$ cat config.mk
export PLATFORM = sky130hd
export DESIGN_NAME = dwp_write_phy
export DESIGN_NICKNAME = d
export VERILOG_FILES = /design/src/include/dwp_pkg.sv /design/src/hdl/dwp_buf.sv /design/src/hdl/dwp_write_phy.sv
export VERILOG_INCLUDE_DIRS = /design/src /design/src/include
export SDC_FILE = /design/constraint.sdc
export NUM_CORES = 1
export LEC_CHECK = 0
export BUFFER_PORTS_ARGS = -buffer_cell sky130_fd_sc_hd__buf_2
export CAP_MARGIN = 15
export CORE_AREA = 10 10 155 157
export DETAILED_ROUTE_END_ITERATION = 8
export DIE_AREA = 0 0 165 167
export PLACE_DENSITY = 0.7
export SLEW_MARGIN = 20
export SYNTH_ARGS = -nofsm -noshare
export SYNTH_HDL_FRONTEND = slang
export SYNTH_SLANG_ARGS = --single-unit
$ cat constraint.sdc
create_clock -name core_clk_i -period 13.7 [get_ports core_clk_i]
set_input_delay 2.74 -clock core_clk_i [delete_from_list [all_inputs] [get_ports core_clk_i]]
set_output_delay 2.74 -clock core_clk_i [all_outputs]
set_load 0.02 [all_outputs]
$ cat src/include/dwp_defs.svh
// constants of the ddr write path: pin widths, command codes, clock figures
// assumes inclusion by bare name from the package and the design files
`ifndef DWP_DEFS_SVH
`define DWP_DEFS_SVH
`define DWP_DQ_W        8
`define DWP_DM_W        1
`define DWP_ADDR_W      13
`define DWP_CMD_W       3
`define DWP_CMD_NOP     3'h7
`define DWP_CORE_CLK_NS 40
`define DWP_LINK_CLK_NS 320
`define DWP_LINK_CYC    (`DWP_LINK_CLK_NS / `DWP_CORE_CLK_NS)
`define DWP_PH_W        5
`define DWP_PER_MIN     5'h04
`define DWP_WR_LAG_DEG  90
`define DWP_CAP_INIT    5'h04
`define DWP_BUF_DEPTH   2
`endif

$ cat src/include/dwp_pkg.sv
// types shared by the ddr write path and its testbench
// assumes dwp_defs.svh on the include path
`include "dwp_defs.svh"
package dwp_pkg;
  typedef struct packed {
    logic [`DWP_DQ_W-1:0] dq_hi;
    logic [`DWP_DQ_W-1:0] dq_lo;
    logic [`DWP_DM_W-1:0] dm_hi;
    logic [`DWP_DM_W-1:0] dm_lo;
  } dwp_beat_type;
  typedef struct packed {
    logic [`DWP_DQ_W-1:0] dq;
    logic [`DWP_DM_W-1:0] dm;
  } dwp_half_type;
  typedef struct packed {
    logic [`DWP_CMD_W-1:0]  cmd;
    logic [`DWP_ADDR_W-1:0] addr;
  } dwp_cmd_type;
  typedef struct packed {
    logic [`DWP_DQ_W-1:0] hi;
    logic [`DWP_DQ_W-1:0] lo;
  } dwp_rd_word_type;
  typedef enum logic [1:0] {
    dwp_st_idle  = 2'b00,
    dwp_st_pre   = 2'b01,
    dwp_st_burst = 2'b10,
    dwp_st_post  = 2'b11
  } dwp_wr_state_type;
endpackage

$ cat src/hdl/dwp_buf.sv
// small valid/ready buffer for write beats
// assumes one clock, synchronous active-low reset
`timescale 1ns/1ps
module dwp_buf #(
  parameter int WIDTH = 18,
  parameter int DEPTH = 2
) (
  input  wire logic             core_clk_i,
  input  wire logic             rst_n_i,
  input  wire logic             in_valid_i,
  output logic                  in_ready_o,
  input  wire logic [WIDTH-1:0] in_data_i,
  output logic                  out_valid_o,
  input  wire logic             out_ready_i,
  output logic [WIDTH-1:0]      out_data_o
);
  localparam int AW = (DEPTH > 1) ? $clog2(DEPTH) : 1;
  localparam int CW = $clog2(DEPTH + 1);

  logic [WIDTH-1:0] mem_q [DEPTH];
  logic [AW-1:0]    wr_ptr_q, wr_ptr_d, rd_ptr_q, rd_ptr_d;
  logic [CW-1:0]    cnt_q, cnt_d;
  logic             push, pop;

  function automatic logic [AW-1:0] bump(input logic [AW-1:0] p);
    return (p == AW'(DEPTH - 1)) ? '0 : AW'(p + 1'b1);
  endfunction

  assign in_ready_o  = (cnt_q != CW'(DEPTH));
  assign out_valid_o = (cnt_q != '0);
  assign out_data_o  = mem_q[rd_ptr_q];
  assign push        = in_valid_i && in_ready_o;
  assign pop         = out_valid_o && out_ready_i;

  always_comb begin
    wr_ptr_d = push ? bump(wr_ptr_q) : wr_ptr_q;
    rd_ptr_d = pop ? bump(rd_ptr_q) : rd_ptr_q;
    cnt_d    = CW'(cnt_q + CW'(push) - CW'(pop));
  end

  always_ff @(posedge core_clk_i) begin
    if (!rst_n_i) begin
      wr_ptr_q <= '0;
      rd_ptr_q <= '0;
      cnt_q    <= '0;
    end else begin
      wr_ptr_q <= wr_ptr_d;
      rd_ptr_q <= rd_ptr_d;
      cnt_q    <= cnt_d;
    end
  end

  // storage carries no reset; only the count says what is valid
  always_ff @(posedge core_clk_i) begin
    if (push) begin
      mem_q[wr_ptr_q] <= in_data_i;
    end
  end
endmodule

$ cat src/hdl/dwp_write_phy.sv
// ddr write-side phy: phase enables from the memory clock, paired output registers,
// two-register output enables with strobe preamble, command pins, read capture.
// assumes link_clk_i is the memory system clock from the pll, slower than core_clk_i.
// Summary of operation
// - output enables of each pin use two ddr registers; strobe needs both low, data only the second.
// - second enable register keeps strobe high-impedance half a cycle longer.
// - enable registers hold active-low values; an inverter feeds the first.
// - system, write, capture phases derive from the clock; core clock runs logic.
// - strobe, command and address pins change on system clock phase.
// - write data pins change on a write phase lagging system by ninety degrees.
// - capture phase is stepped and tracked to balance read margins.
// - low and high halves load together; low on falling, high on rising.
// - mask pins follow write phase; low writes a byte, high masks it.
// - reads are captured by the capture phase; read strobe is never used.
`timescale 1ns/1ps
`include "dwp_defs.svh"
module dwp_write_phy import dwp_pkg::*; #(
  parameter int BUF_DEPTH = `DWP_BUF_DEPTH
) (
  input  wire logic                   core_clk_i,
  input  wire logic                   rst_n_i,
  input  wire logic                   link_clk_i,
  input  wire logic                   wr_valid_i,
  output logic                        wr_ready_o,
  input  wire dwp_beat_type           wr_beat_i,
  input  wire logic                   cmd_valid_i,
  output logic                        cmd_ready_o,
  input  wire dwp_cmd_type            cmd_i,
  input  wire logic                   rd_en_i,
  output logic                        rd_valid_o,
  output dwp_rd_word_type             rd_word_o,
  input  wire logic                   cap_inc_i,
  input  wire logic                   cap_dec_i,
  output logic [`DWP_PH_W-1:0]        cap_phase_o,
  output logic                        locked_o,
  output dwp_cmd_type                 mem_cmd_o,
  input  wire logic [`DWP_DQ_W-1:0]   dq_i,
  output logic [`DWP_DQ_W-1:0]        dq_o,
  output logic                        dq_oe_o,
  output logic [`DWP_DM_W-1:0]        dm_o,
  output logic                        dqs_o,
  output logic                        dqs_oe_o
);
  localparam int PH_W = `DWP_PH_W;
  localparam logic [PH_W-1:0] PH_MAX = '1;

  logic                  lk_s1_q, lk_s2_q, lk_s3_q;
  logic [`DWP_DQ_W-1:0]  dq_s1_q, dq_s2_q;
  logic [PH_W-1:0]       ph_q, ph_d, per_q, per_d, cap_q, cap_d;
  logic [1:0]            rises_q, rises_d;
  logic                  locked_q, locked_d;
  logic                  lk_rise, lk_fall, sys_rise, sys_fall, wr_rise, wr_fall, cap_rise, cap_fall;
  logic [PH_W-1:0]       half, lag;
  dwp_wr_state_type      st_q, st_d;
  dwp_half_type          fe_out_q, fe_out_d, re_out_q, re_out_d;
  logic [`DWP_DQ_W-1:0]  dq_q, dq_d;
  logic [`DWP_DM_W-1:0]  dm_q, dm_d;
  logic                  dq_oe_a_n_q, dq_oe_a_n_d, dq_oe_b_n_q, dq_oe_b_n_d;
  logic                  dqs_oe_a_n_q, dqs_oe_a_n_d, dqs_oe_b_n_q, dqs_oe_b_n_d;
  logic                  dqs_q, dqs_d, loaded_q, loaded_d;
  dwp_cmd_type           cmd_q, cmd_d;
  logic [`DWP_DQ_W-1:0]  cap_a_q, cap_a_d;
  dwp_rd_word_type       rd_q, rd_d;
  logic                  rd_v_q, rd_v_d;
  logic                  buf_valid, load;
  dwp_beat_type          buf_beat;

  // wraps a phase in 1..per
  function automatic logic [PH_W-1:0] wrap_ph(input logic [PH_W:0] x, input logic [PH_W-1:0] per);
    return (x > {1'b0, per}) ? PH_W'(x - {1'b0, per}) : x[PH_W-1:0];
  endfunction

  // write beats wait here while the burst engine is between phases
  dwp_buf #(
    .WIDTH ($bits(dwp_beat_type)),
    .DEPTH (BUF_DEPTH)
  ) u_buf (
    .core_clk_i  (core_clk_i),
    .rst_n_i     (rst_n_i),
    .in_valid_i  (wr_valid_i),
    .in_ready_o  (wr_ready_o),
    .in_data_i   (wr_beat_i),
    .out_valid_o (buf_valid),
    .out_ready_i (load),
    .out_data_o  (buf_beat)
  );

  // phase generator: the sampled clock edges fix the system phase, others are offsets
  assign lk_rise  = lk_s2_q && !lk_s3_q;
  assign lk_fall  = !lk_s2_q && lk_s3_q;
  assign half     = per_q >> 1;
  assign lag      = PH_W'((32'(per_q) * `DWP_WR_LAG_DEG) / 360);
  assign sys_rise = locked_q && lk_rise;
  assign sys_fall = locked_q && lk_fall;
  assign wr_rise  = locked_q && (ph_q == lag);
  assign wr_fall  = locked_q && (ph_q == wrap_ph({1'b0, lag} + {1'b0, half}, per_q));
  assign cap_rise = locked_q && (ph_q == cap_q);
  assign cap_fall = locked_q && (ph_q == wrap_ph({1'b0, cap_q} + {1'b0, half}, per_q));

  always_comb begin
    ph_d     = lk_rise ? PH_W'(1) : ((ph_q == PH_MAX) ? ph_q : PH_W'(ph_q + 1'b1));
    per_d    = lk_rise ? ph_q : per_q;
    rises_d  = (lk_rise && rises_q != 2'h2) ? 2'(rises_q + 1'b1) : rises_q;
    locked_d = locked_q;
    if (ph_q == PH_MAX) begin
      // a stopped memory clock drops lock and stalls every phase
      rises_d  = '0;
      locked_d = 1'b0;
    end else if (lk_rise && rises_q != 2'h0) begin
      locked_d = (ph_q >= `DWP_PER_MIN);
    end
    cap_d = cap_q;
    if (cap_q > per_q) begin
      cap_d = per_q;
    end else if (cap_inc_i && !cap_dec_i) begin
      cap_d = (cap_q >= per_q) ? PH_W'(1) : PH_W'(cap_q + 1'b1);
    end else if (cap_dec_i && !cap_inc_i) begin
      cap_d = (cap_q <= PH_W'(1)) ? per_q : PH_W'(cap_q - 1'b1);
    end
  end

  always_ff @(posedge core_clk_i) begin
    if (!rst_n_i) begin
      lk_s1_q  <= 1'b0;
      lk_s2_q  <= 1'b0;
      lk_s3_q  <= 1'b0;
      dq_s1_q  <= '0;
      dq_s2_q  <= '0;
      ph_q     <= '0;
      per_q    <= PH_W'(`DWP_LINK_CYC);
      rises_q  <= '0;
      locked_q <= 1'b0;
      cap_q    <= `DWP_CAP_INIT;
    end else begin
      lk_s1_q  <= link_clk_i;
      lk_s2_q  <= lk_s1_q;
      lk_s3_q  <= lk_s2_q;
      dq_s1_q  <= dq_i;
      dq_s2_q  <= dq_s1_q;
      ph_q     <= ph_d;
      per_q    <= per_d;
      rises_q  <= rises_d;
      locked_q <= locked_d;
      cap_q    <= cap_d;
    end
  end

  // write burst engine on the system phase; beats load on the write phase
  assign load = wr_rise && buf_valid && (st_q == dwp_st_pre || st_q == dwp_st_burst);

  always_comb begin
    st_d         = st_q;
    dqs_d        = dqs_q;
    dqs_oe_a_n_d = dqs_oe_a_n_q;
    dqs_oe_b_n_d = dqs_oe_b_n_q;
    loaded_d     = wr_rise ? load : loaded_q;
    if (sys_rise) begin
      unique case (st_q)
        dwp_st_idle:  st_d = buf_valid ? dwp_st_pre : dwp_st_idle;
        dwp_st_pre:   st_d = dwp_st_burst;
        dwp_st_burst: st_d = loaded_q ? dwp_st_burst : dwp_st_post;
        dwp_st_post:  st_d = dwp_st_idle;
      endcase
      dqs_d        = loaded_q && (st_q == dwp_st_pre || st_q == dwp_st_burst);
      dqs_oe_a_n_d = ~(st_d != dwp_st_idle);
    end
    if (sys_fall) begin
      dqs_d        = 1'b0;
      // the enable reaches the pin only once both registers agree
      dqs_oe_b_n_d = dqs_oe_a_n_q;
    end
  end

  // paired output registers and the data-side enable pair on the write phase
  always_comb begin
    fe_out_d    = fe_out_q;
    re_out_d    = re_out_q;
    dq_d        = dq_q;
    dm_d        = dm_q;
    dq_oe_a_n_d = dq_oe_a_n_q;
    dq_oe_b_n_d = dq_oe_b_n_q;
    if (wr_rise) begin
      fe_out_d    = load ? dwp_half_type'{dq: buf_beat.dq_lo, dm: buf_beat.dm_lo}
                         : dwp_half_type'{dq: fe_out_q.dq, dm: '1};
      re_out_d    = load ? dwp_half_type'{dq: buf_beat.dq_hi, dm: buf_beat.dm_hi}
                         : dwp_half_type'{dq: re_out_q.dq, dm: '1};
      dq_d        = re_out_q.dq;
      dm_d        = re_out_q.dm;
      dq_oe_a_n_d = ~load;
    end
    if (wr_fall) begin
      dq_d        = fe_out_q.dq;
      dm_d        = fe_out_q.dm;
      dq_oe_b_n_d = dq_oe_a_n_q;
    end
  end

  // command pins and read capture; the read strobe has no input at all
  always_comb begin
    cmd_d   = cmd_q;
    cap_a_d = cap_rise ? dq_s2_q : cap_a_q;
    rd_d    = rd_q;
    rd_v_d  = 1'b0;
    if (sys_rise) begin
      cmd_d = cmd_valid_i ? cmd_i : dwp_cmd_type'{cmd: `DWP_CMD_NOP, addr: cmd_q.addr};
    end
    if (cap_fall && rd_en_i) begin
      rd_d   = '{hi: dq_s2_q, lo: cap_a_q};
      rd_v_d = 1'b1;
    end
  end

  always_ff @(posedge core_clk_i) begin
    if (!rst_n_i) begin
      st_q         <= dwp_st_idle;
      dqs_q        <= 1'b0;
      dqs_oe_a_n_q <= 1'b1;
      dqs_oe_b_n_q <= 1'b1;
      loaded_q     <= 1'b0;
      fe_out_q     <= '{dq: '0, dm: '1};
      re_out_q     <= '{dq: '0, dm: '1};
      dq_q         <= '0;
      dm_q         <= '1;
      dq_oe_a_n_q  <= 1'b1;
      dq_oe_b_n_q  <= 1'b1;
      cmd_q        <= '{cmd: `DWP_CMD_NOP, addr: '0};
      cap_a_q      <= '0;
      rd_q         <= '0;
      rd_v_q       <= 1'b0;
    end else begin
      st_q         <= st_d;
      dqs_q        <= dqs_d;
      dqs_oe_a_n_q <= dqs_oe_a_n_d;
      dqs_oe_b_n_q <= dqs_oe_b_n_d;
      loaded_q     <= loaded_d;
      fe_out_q     <= fe_out_d;
      re_out_q     <= re_out_d;
      dq_q         <= dq_d;
      dm_q         <= dm_d;
      dq_oe_a_n_q  <= dq_oe_a_n_d;
      dq_oe_b_n_q  <= dq_oe_b_n_d;
      cmd_q        <= cmd_d;
      cap_a_q      <= cap_a_d;
      rd_q         <= rd_d;
      rd_v_q       <= rd_v_d;
    end
  end

  assign cmd_ready_o = sys_rise;
  assign mem_cmd_o   = cmd_q;
  assign dq_o        = dq_q;
  assign dm_o        = dm_q;
  assign dqs_o       = dqs_q;
  // strobe turns on late and off at once; data follows the second register alone
  assign dqs_oe_o    = ~(dqs_oe_a_n_q | dqs_oe_b_n_q);
  assign dq_oe_o     = ~dq_oe_b_n_q;
  assign rd_valid_o  = rd_v_q;
  assign rd_word_o   = rd_q;
  assign cap_phase_o = cap_q;
  assign locked_o    = locked_q;
endmodule

==> results of run 1 <==
[report_power, final]
group / switching [uW] / internal (uW) / total (uW)
combinational: 171 / 130 / 301
sequential: 27.9 / 486 / 514
clock: 195 / 269 / 465
[layout by cell type, fill, tap and decap left out, types with 3 or more instances in the layout]
master     instances
buf_2            102
ha_1              58
nor2b_1           11
edfxtp_1          36
nor3_1            10
a32oi_1            4
nor2_1            69
clkbuf_16         20
inv_1             38
nand2_1          103
a31oi_1            3
mux2i_1           60
xor2_1            13
a211oi_1           4
a21o_1            10
nor4_1             5
nand2b_1          13
o21ai_1            4
and2_1            23
nand3_1           12
fa_1               7
o211ai_1           4
nand3b_1           6
inv_6              4
a31o_2             3
buf_4              3
dfxtp_1          118
a21oi_1           57
nand4_1            5
xnor2_1           27
and3_1            12
mux2_2            18
nand4b_1           3
o21ai_0           40
o21ai_2            3
or3_1              3
[registers in the layout, indices dropped and copies added (netlist names), 8 cells and up, named ones only]
register and flops:
cap_a_q 8, u_buf.mem_q 36, dq_s2_q 8, dq_o 8, dq_s1_q 8, re_out_q 9, mem_cmd_o 16, rd_word_o 16
fe_out_q 9
[metrics by stage]
stage	instance area, sq um	setup slack [ns]	hold slack [ns]
after floorplan	8490	5.46	0.412
after global placement	9160	4.16	0.414
after detailed placement	9160	3.84	0.417
after CTS	9750	3.81	0.426
after global routing	9750	2.86	0.442
final	9750	3.74	0.425
[how the worst max path moves through the flow]
| stage | slack [ns] | end | from |
|---|---|---|---|
| finish | 3.74 | dm_o | per_q[3] |
| global route | 2.86 | dq_o[7] | per_q[3] |
| CTS | 3.81 | dm_o | per_q[3] |
| detailed placement | 3.84 | dm_o | per_q[3] |
| global placement | 4.16 | dm_o | per_q[3] |
| floorplan | 5.46 | dm_o | per_q[3] |
[worst reg2reg max path, delay by kind of cell, from the launching register on]
| family | cells | cell delay [ns] |
|---|---|---|
| AND/OR/NAND/NOR | 10 | 2.70 |
| XOR/XNOR | 1 | 0.15 |
| adder cells (fa/ha/maj) | 8 | 2.96 |
| flip-flops | 1 | 0.51 |
| multiplexers | 1 | 0.34 |
| buffers and inverters | 4 | 0.58 |
| AO/OA/AOI/OAI | 11 | 2.60 |
[logic make-up after synthesis]
group                    after synthesis
AND/OR/NAND/NOR                      287
AO/OA/AOI/OAI                        177
flip-flops                           154
buffers and inverters                 85
multiplexers                          79
adder cells (fa/ha/maj)               65
XOR/XNOR                              41
[per-layer routing]
| layer | part of all wire [%] | wire (microns) | up-vias | global-route usage, % |
|---|---|---|---|---|
| met1 | 47 | 8830 | 3084 | 17.1 |
| li1 | - | - | 3285 | - |
| met2 | 48 | 9190 | 121 | 22.2 |
| met3 | 3.9 | 741 | 18 | 3.35 |
| met5 | 0 | 0 | - | 0 |
| met4 | 1.1 | 210 | 0 | 3.66 |
[Yosys cell counts, types with 18 or more instances]
cell,n
mux2_2,18
a21oi_1,57
inv_1,38
mux2i_1,60
xnor2_1,27
clkbuf_1,35
nand2_1,103
edfxtp_1,36
ha_1,58
and2_1,23
o21ai_0,40
dfxtp_1,118
nor2_1,69
[final cells by class]
cell class,instances,area (sq um)
clock inverters,11,93.8
multi-input cells,649,4680
fillers,2004,11100
repair buffers,105,533
clock buffers,21,504
inverters,41,156
flip-flops and latches,154,3440
well taps,275,344
==> results_dict.tcl, run 1 <==
set metrics [dict create \
    cts.sinks 154 \
    maxSlewViolCount 0 \
    crit_required_ns 14.01 \
    post-route-min-period_ns 9.96 \
    grt_antenna_before_repair 0 \
    rsz0062_at_grt "no" \
    io_buffers 102 \
    first_global_vias 6251 \
    synth_cell_type_count 85 \
    dr.pass1.iters 5 \
    cp_common_cell "ha_1" \
    dieWidth_microns 165 \
    crit_slowest_cell "nand4b_1" \
    crit_buf_inv 4 \
    worstHoldEndpoint "dq_s2_q[4]" \
    synth_edf_count 36 \
    post_synth.cell_area_avg_sq_um 9.56 \
    utilization_pct 46.8 \
    grt_max_degree 80 \
    r2r-end "dm_o" \
    synthFlopType "dfxtp_1" \
    crit_path_max_incr_delay_ns 0.65 \
    netlist_instances 888 \
    r2r_start "per_q[3]" \
    cts_tree "built" \
    die_y_microns 167 \
    critPathMaxFanout 20 \
    finalClockSkew_ns 0.0142 \
    layout-drive-gt1-share_pct 19.2 \
    clkTransAtPathRegs_ns 0.07 \
    clkLatencyLatePin_ns 0.43 \
    drt_iter0_markers 478 \
    outcome "completed" \
    synth_top_family_by_area "simple AND/OR/NAND/NOR gates" \
    num_rows 53 \
    cp-start-kind "flip-flop" \
    min_path_cells 1 \
    clk_path_buf_depth 2 \
    power-per-cell-area_nw_per_um2 131 \
    netlist_top_cells_area "dfxtp_1 (28%), edfxtp_1 (13%), ha_1 (8.5%)" \
    worstRegToRegCells 35 \
    tns_ns 0 \
    cts_root_buf "clkbuf_16" \
    netlist.area_leader.share_pct 27.8 \
    cp.depth 35 \
    ctsHoldBuffers 0 \
    n_antenna_cell 0 \
    synth_top_cell_by_area "dfxtp_1" \
    max_freq_mhz 100 \
    ys_warn_count 0 \
    synth_compound_area_share_pct 14.5 \
    fin_nets 1083 \
    ys_seq_area_share_pct 40.6 \
    dpl.hpwl_mm 13.6 \
    ant_nets 0 \
    post_cts_resized 0 \
    syn_nets 1003 \
    rrSetupSlack_ns 3.74 \
    initial_core_util_pct 40.8 \
    synth-seq-cells 154 \
    wirelength_mm 19.0 \
    worstHoldPathType "flip-flop to flip-flop" \
    dp.cells 1224 \
    p_leak_uw 0.00420 \
    yosys.area_share.simple_pct 16.4 \
    stdcell_count 1256 \
    synth.area.mux_share_pct 9.73 \
    hold_viol_final 0 \
    arrival_ns 10.27 \
    overflow 0 \
    drv_cap 0 \
    io_pins 103 \
    slew_headroom_pct 37.6 \
    period_share_pct 72.7 \
    worst_pin_slew_ns 0.937 \
    post_cts_buffers 0 \
    vdd_drop_max_mv 0.110 \
    path_delay_family "adder cells" \
    grt_usage_pct 13.5 \
    num_vias 6508 \
    syn_area_sq_um 8490 \
    worstSetupPathType "flip-flop to flip-flop" \
    htreeDepth 4 \
    synth-adder-area-share_pct 10.2 \
    setup_viol 0 \
    grt_pass1_wl_mm 30.8 \
    drc 0 \
    cts-buffers-inserted 17 \
    dieArea_sq_um 27600 \
    async_flop_share_pct 0 \
    gp_congestion 0.868 \
    p_total_uw 1280 \
    core-area_sq_um 20800 \
    synthXorXnorAreaFrac_pct 4.32 \
    vias_per_cell 5.18 \
    hp-start "dq_s1_q[4]" \
    end_kind "flip-flop" \
    drt-wirelength-per-cell_microns 15.1 \
    area_growth_pct 14.9 \
]
Note: power is estimated with default switching activity, not from simulation.
==> inputs of run 2 (changes only) <==
- PLACE_DENSITY: 0.7 -> 0.72
- clock period: 13.7 -> 9 ns (I/O delays scaled with it)
==> run 2 against run 1 <==
  * Sequential power grew 52%
  * Highest routed layer unchanged
  * Critical path depth up 2
  * Clock skew decreased by 0.0062 ns
  * Worst hold slack improved by 0.0061 ns
  * First-iteration DRC count decreased by 3.6%
  * Sequential share of layout area decreased by 0.57 points
==> results_dict.tcl, run 2 (same netlist as run 1, synthesis figures left out) <==
set metrics [dict create \
    dr.pass1.iters 4 \
    worstSetupPathType "flip-flop to flip-flop" \
    layout-drive-gt1-share_pct 21.1 \
    drv_cap 0 \
    grt_pass1_wl_mm 31.8 \
    cts_root_buf "clkbuf_16" \
    arrival_ns 8.79 \
    p_sw_share_pct 31.2 \
    num_vias 6621 \
    cts-buffers-inserted 17 \
    grt_antenna_before_repair 0 \
    post-route-min-period_ns 8.48 \
    ant_nets 0 \
    crit_slowest_cell "fa_1" \
    period_share_pct 94.2 \
    p_seq_share_pct 39.5 \
    final_common_cell "dfxtp_1" \
    stdcell_count 1270 \
    critPathMaxFanout 10 \
    slew_headroom_pct 33.1 \
    gp_congestion 0.863 \
    internal_power_uw 1360 \
    initial_core_util_pct 40.8 \
    dpl.hpwl_mm 13.9 \
    htreeDepth 4 \
    first_global_vias 6482 \
    core-area_sq_um 20800 \
    worstHoldPathType "flip-flop to flip-flop" \
    finalClockSkew_ns 0.00801 \
    grt_usage_pct 13.9 \
    power.share.clock_pct 36.7 \
    comb_power_share_pct 23.8 \
    grt_max_degree 80 \
    largest_register "u_buf.mem_q" \
    num_rows 53 \
    fin_nets 1097 \
    worst_pin_slew_ns 1.00 \
    io_buffers 102 \
    n_antenna_cell 0 \
    end_kind "flip-flop" \
    hold_viol_final 0 \
    layout_common_cells "dfxtp_1 (118), nand2_1 (103), buf_2 (102)" \
    outcome "completed" \
    cts.sinks 154 \
    dieArea_sq_um 27600 \
    wirelength_mm 19.6 \
    clkTransAtPathRegs_ns 0.06 \
    dp.cells 1233 \
    dieWidth_microns 165 \
    crit_required_ns 9.31 \
    fin_hold_ws_ns 0.431 \
    clkLatencyLatePin_ns 0.42 \
    ctsHoldBuffers 0 \
    drc 0 \
    cts_tree "built" \
    maxSlewViolCount 0 \
    vdd_drop_max_mv 0.164 \
    worstRegToRegCells 37 \
    fillers 1943 \
    drt_iter0_markers 461 \
    overflow 0 \
    power-per-cell-area_nw_per_um2 199 \
    min_path_cells 1 \
    vias_per_cell 5.21 \
    switchingPower_uw 616 \
    drt-wirelength-per-cell_microns 15.4 \
    io_pins 103 \
    p_leak_uw 0.00426 \
    max_freq_mhz 118 \
    rsz0062_at_grt "no" \
    area_growth_pct 16.8 \
    setup_viol 0 \
    clk_path_buf_depth 2 \
    cp-start-kind "flip-flop" \
    largest_reg_flops 36 \
    crit_path_max_incr_delay_ns 0.47 \
    die_y_microns 167 \
]
[run 2: worst paths after layout]
path                end       start  slack [ns]
min          dq_s2_q[6]  dq_s1_q[6]        0.43
min reg2reg  dq_s2_q[6]  dq_s1_q[6]        0.43
max reg2reg     dq_o[7]    per_q[3]        0.52
max             dq_o[7]    per_q[3]        0.52
[run 2: what timing repair did]
item,CTS,global route
hold endpoints to repair,0,0
endpoints found under the setup margin,7,10
pin swaps,1,3
gates cloned,0,0
buffers inserted,2,3
gates resized for setup,0,11
[run 2: critical path, delay by kind of cell, from the launching register on]
| family | cells | cell delay, ns |
|---|---|---|
| xor gates and xnor gates | 1 | 0.08 |
| buffers and inverters | 7 | 0.89 |
| DFF | 1 | 0.40 |
| and+or+nand+nor | 8 | 1.45 |
| AOI/OAI and AO/OA | 13 | 2.78 |
| adders and majority gates | 8 | 2.79 |
[run 2: metal layers]
| metal | global-route usage, % | vias up | wire, microns |
|---|---|---|---|
| met5 | 0 | - | 0 |
| met2 | 23.5 | 115 | 9520 |
| li1 | - | 3320 | - |
| met3 | 3.35 | 18 | 835 |
| met1 | 17.0 | 3168 | 8990 |
| met4 | 4.01 | 0 | 236 |
[run 2: through the flow]
stage | setup TNS, ns | util, % | power, uW | worst slack, ns | instance area (sq um)
6_report | 0 | 47.6 | 1980 | 0.522 | 9920
5_1_grt | 0 | 47.6 | 2090 | 0.00661 | 9920
4_1_cts | 0 | 47.3 | 1980 | 0.153 | 9840
3_5_place_dp | -0.666 | 44.3 | 1260 | -0.134 | 9220
3_3_place_gp | 0 | 44.3 | 1250 | 0.321 | 9220
2_1_floorplan | 0 | - | 1150 | 0.759 | 8490
[run 2: power by group through the flow]
stage	Clock (uW)	Sequential, uW	Combinational, uW
after detailed placement	0	796	462
after global routing	769	786	531
after CTS	737	781	466
after floorplan	0	783	369
final	725	781	471
after global placement	0	795	454
[run 2: final cells by class]
cell class / count / area, sq um / share of cell area (%)
Clock inverter: 15 / 179 / 1.80
Timing Repair Buffer: 119 / 638 / 6.44
Inverter: 41 / 156 / 1.58
Sequential cell: 154 / 3440 / 34.7
Multi-Input combinational cell: 649 / 4730 / 47.7
Clock buffer: 17 / 425 / 4.29
Tap cell: 275 / 344 / 3.47
==> inputs of run 3 (changes only) <==
- CTS_BUF_LIST: unset -> sky130_fd_sc_hd__clkbuf_2 sky130_fd_sc_hd__clkbuf_4 sky130_fd_sc_hd__clkbuf_8
==> run 3 against run 2 <==
  * First-iteration DRC count increased by 3.0%
  * Sequential share of layout area increased by 0.67 points
  * Final cell count unchanged
  * Non-clock buffer count unchanged
  * Register-to-register slack improved by 0.02 ns
  * Global-route usage decreased by 0.081 points
  * Sequential cell count unchanged
  * Largest power group unchanged
  * Via count decreased by 1.1%
  * Utilization decreased by 0.90 points
==> results_dict.tcl, run 3 (same netlist as run 1, synthesis figures left out) <==
set metrics [dict create \
    tns_ns 0 \
    rrSetupSlack_ns 0.54 \
    final_common_cell "dfxtp_1" \
    period_share_pct 94.0 \
    wirelength_mm 19.3 \
    drv_cap 0 \
    clk_path_buf_depth 2 \
    io_buffers 102 \
    cts_tree "built" \
    fin_nets 1097 \
    timing.final.ws_setup_ns 0.539 \
    hp-start "dq_s1_q[6]" \
    grt_usage_pct 13.8 \
    grt_max_degree 80 \
    dpl.hpwl_mm 13.9 \
    largest_register "u_buf.mem_q" \
    slew_headroom_pct 34.5 \
    worstHoldPathType "flip-flop to flip-flop" \
    die_y_microns 167 \
    first_global_vias 6467 \
    area_growth_pct 14.6 \
    num_vias 6547 \
    place_ws_ns -0.134 \
    gp_congestion 0.863 \
    layout-drive-gt1-share_pct 21.1 \
    finalClockSkew_ns 0.0166 \
    crit_required_ns 9.35 \
    outcome "completed" \
    worst_pin_slew_ns 0.982 \
    ctsHoldBuffers 0 \
    initial_core_util_pct 40.8 \
    arrival_ns 8.81 \
    worstRegToRegCells 37 \
    layout_common_cells "dfxtp_1 (118), nand2_1 (103), buf_2 (102)" \
    n_antenna_cell 0 \
    setup_viol 0 \
    worstHoldEndpoint "dq_s2_q[6]" \
    clkLatencyLatePin_ns 0.46 \
    dieArea_sq_um 27600 \
    rsz0062_at_grt "no" \
    cp-start-kind "flip-flop" \
    end_kind "flip-flop" \
    drc 0 \
    r2r-end "dq_o[7]" \
    worstSetupPathType "flip-flop to flip-flop" \
    post-route-min-period_ns 8.46 \
    vdd_drop_max_mv 0.123 \
    crit_path_max_incr_delay_ns 0.47 \
    drt-wirelength-per-cell_microns 15.2 \
    maxSlewViolCount 0 \
    max_freq_mhz 118 \
    overflow 0 \
    vias_per_cell 5.16 \
    cts_root_buf "clkbuf_8" \
    io_pins 103 \
    p_leak_uw 0.00417 \
    crit_slowest_cell "fa_1" \
    htreeDepth 4 \
    grt_antenna_before_repair 0 \
    clkTransAtPathRegs_ns 0.09 \
    r2r_start "per_q[3]" \
    min_path_cells 1 \
    power-per-cell-area_nw_per_um2 184 \
    grt_pass1_wl_mm 31.6 \
    ant_nets 0 \
    dr.pass1.iters 5 \
    hold_viol_final 0 \
    drt_iter0_markers 475 \
    cts.sinks 154 \
    dieWidth_microns 165 \
    critPathMaxFanout 10 \
    core-area_sq_um 20800 \
    num_rows 53 \
    cts-buffers-inserted 17 \
    largest_reg_flops 36 \
]
run 3: cell count changes in the layout (fill, tap and decap cells not counted):
cell | previous run | this run
clkbuf_16 | 17 | 0
clkbuf_8 | 0 | 17
nor2_2 | 2 | 1
nor2_4 | 0 | 1
run 3: worst max path at each step:
stage,start,endpoint,cells past startpoint,slack (ns)
floorplan,per_q[3],dm_o,40,0.76
global placement,per_q[3],dq_o[7],38,0.32
detailed placement,per_q[3],dq_o[2],38,-0.13
CTS,per_q[3],dq_o[7],39,0.15
global route,per_q[3],dq_o[7],40,0.01
finish,per_q[3],dq_o[7],37,0.54
run 3: worst max-delay path, delay by kind of cell, from the launching register on:
kind / cells / cell delay, ns
compound gates: 13 / 2.77
xor+xnor: 1 / 0.08
simple gates: 8 / 1.44
buf+inv: 7 / 0.88
fa+ha+maj: 8 / 2.79
flops: 1 / 0.40
run 3: power breakdown:
group          internal, uW  total [uW]  switching, uW  leakage [uW]
logic                   202         470            267       0.00267
clock network           258         542            284      0.000208
registers               738         780           41.5       0.00129
run 3: layer usage:
metal  vias to the layer above  wire [microns]  track usage, %
met1                      3113            8840            16.9
met2                       102            9460            23.3
met4                         0             210            3.89
met5                         -               0               0
li1                       3313               -               -
met3                        19             780            3.43
run 3: area by class of cell:
| type | instances | area (sq um) |
|---|---|---|
| Multi-Input combinational cell | 649 | 4730 |
| Tap cell | 275 | 344 |
| Clock buffer | 17 | 234 |
| Clock inverter | 15 | 179 |
| Inverter | 41 | 156 |
| Sequential cell | 154 | 3440 |
| Timing Repair Buffer | 119 | 638 |
| Fill cell | 1971 | 11100 |
run 3: metrics by stage:
stage          hold WS, ns  cells  power [uW]  cell area, sq um  utilization, %
2_1_floorplan        0.412    888        1150              8490               -
3_3_place_gp         0.415   1233        1250              9220            44.3
3_5_place_dp         0.419   1233        1260              9220            44.3
4_1_cts              0.441   1267        1800              9650            46.4
5_1_grt              0.447   1270        1900              9730            46.7
6_report             0.434   1270        1790              9730            46.7
run 3: what timing repair did:
action,in CTS,in global routing
endpoints found under the setup margin,7,10
pin swaps,1,3
buffers inserted,2,3
resized for setup,0,12
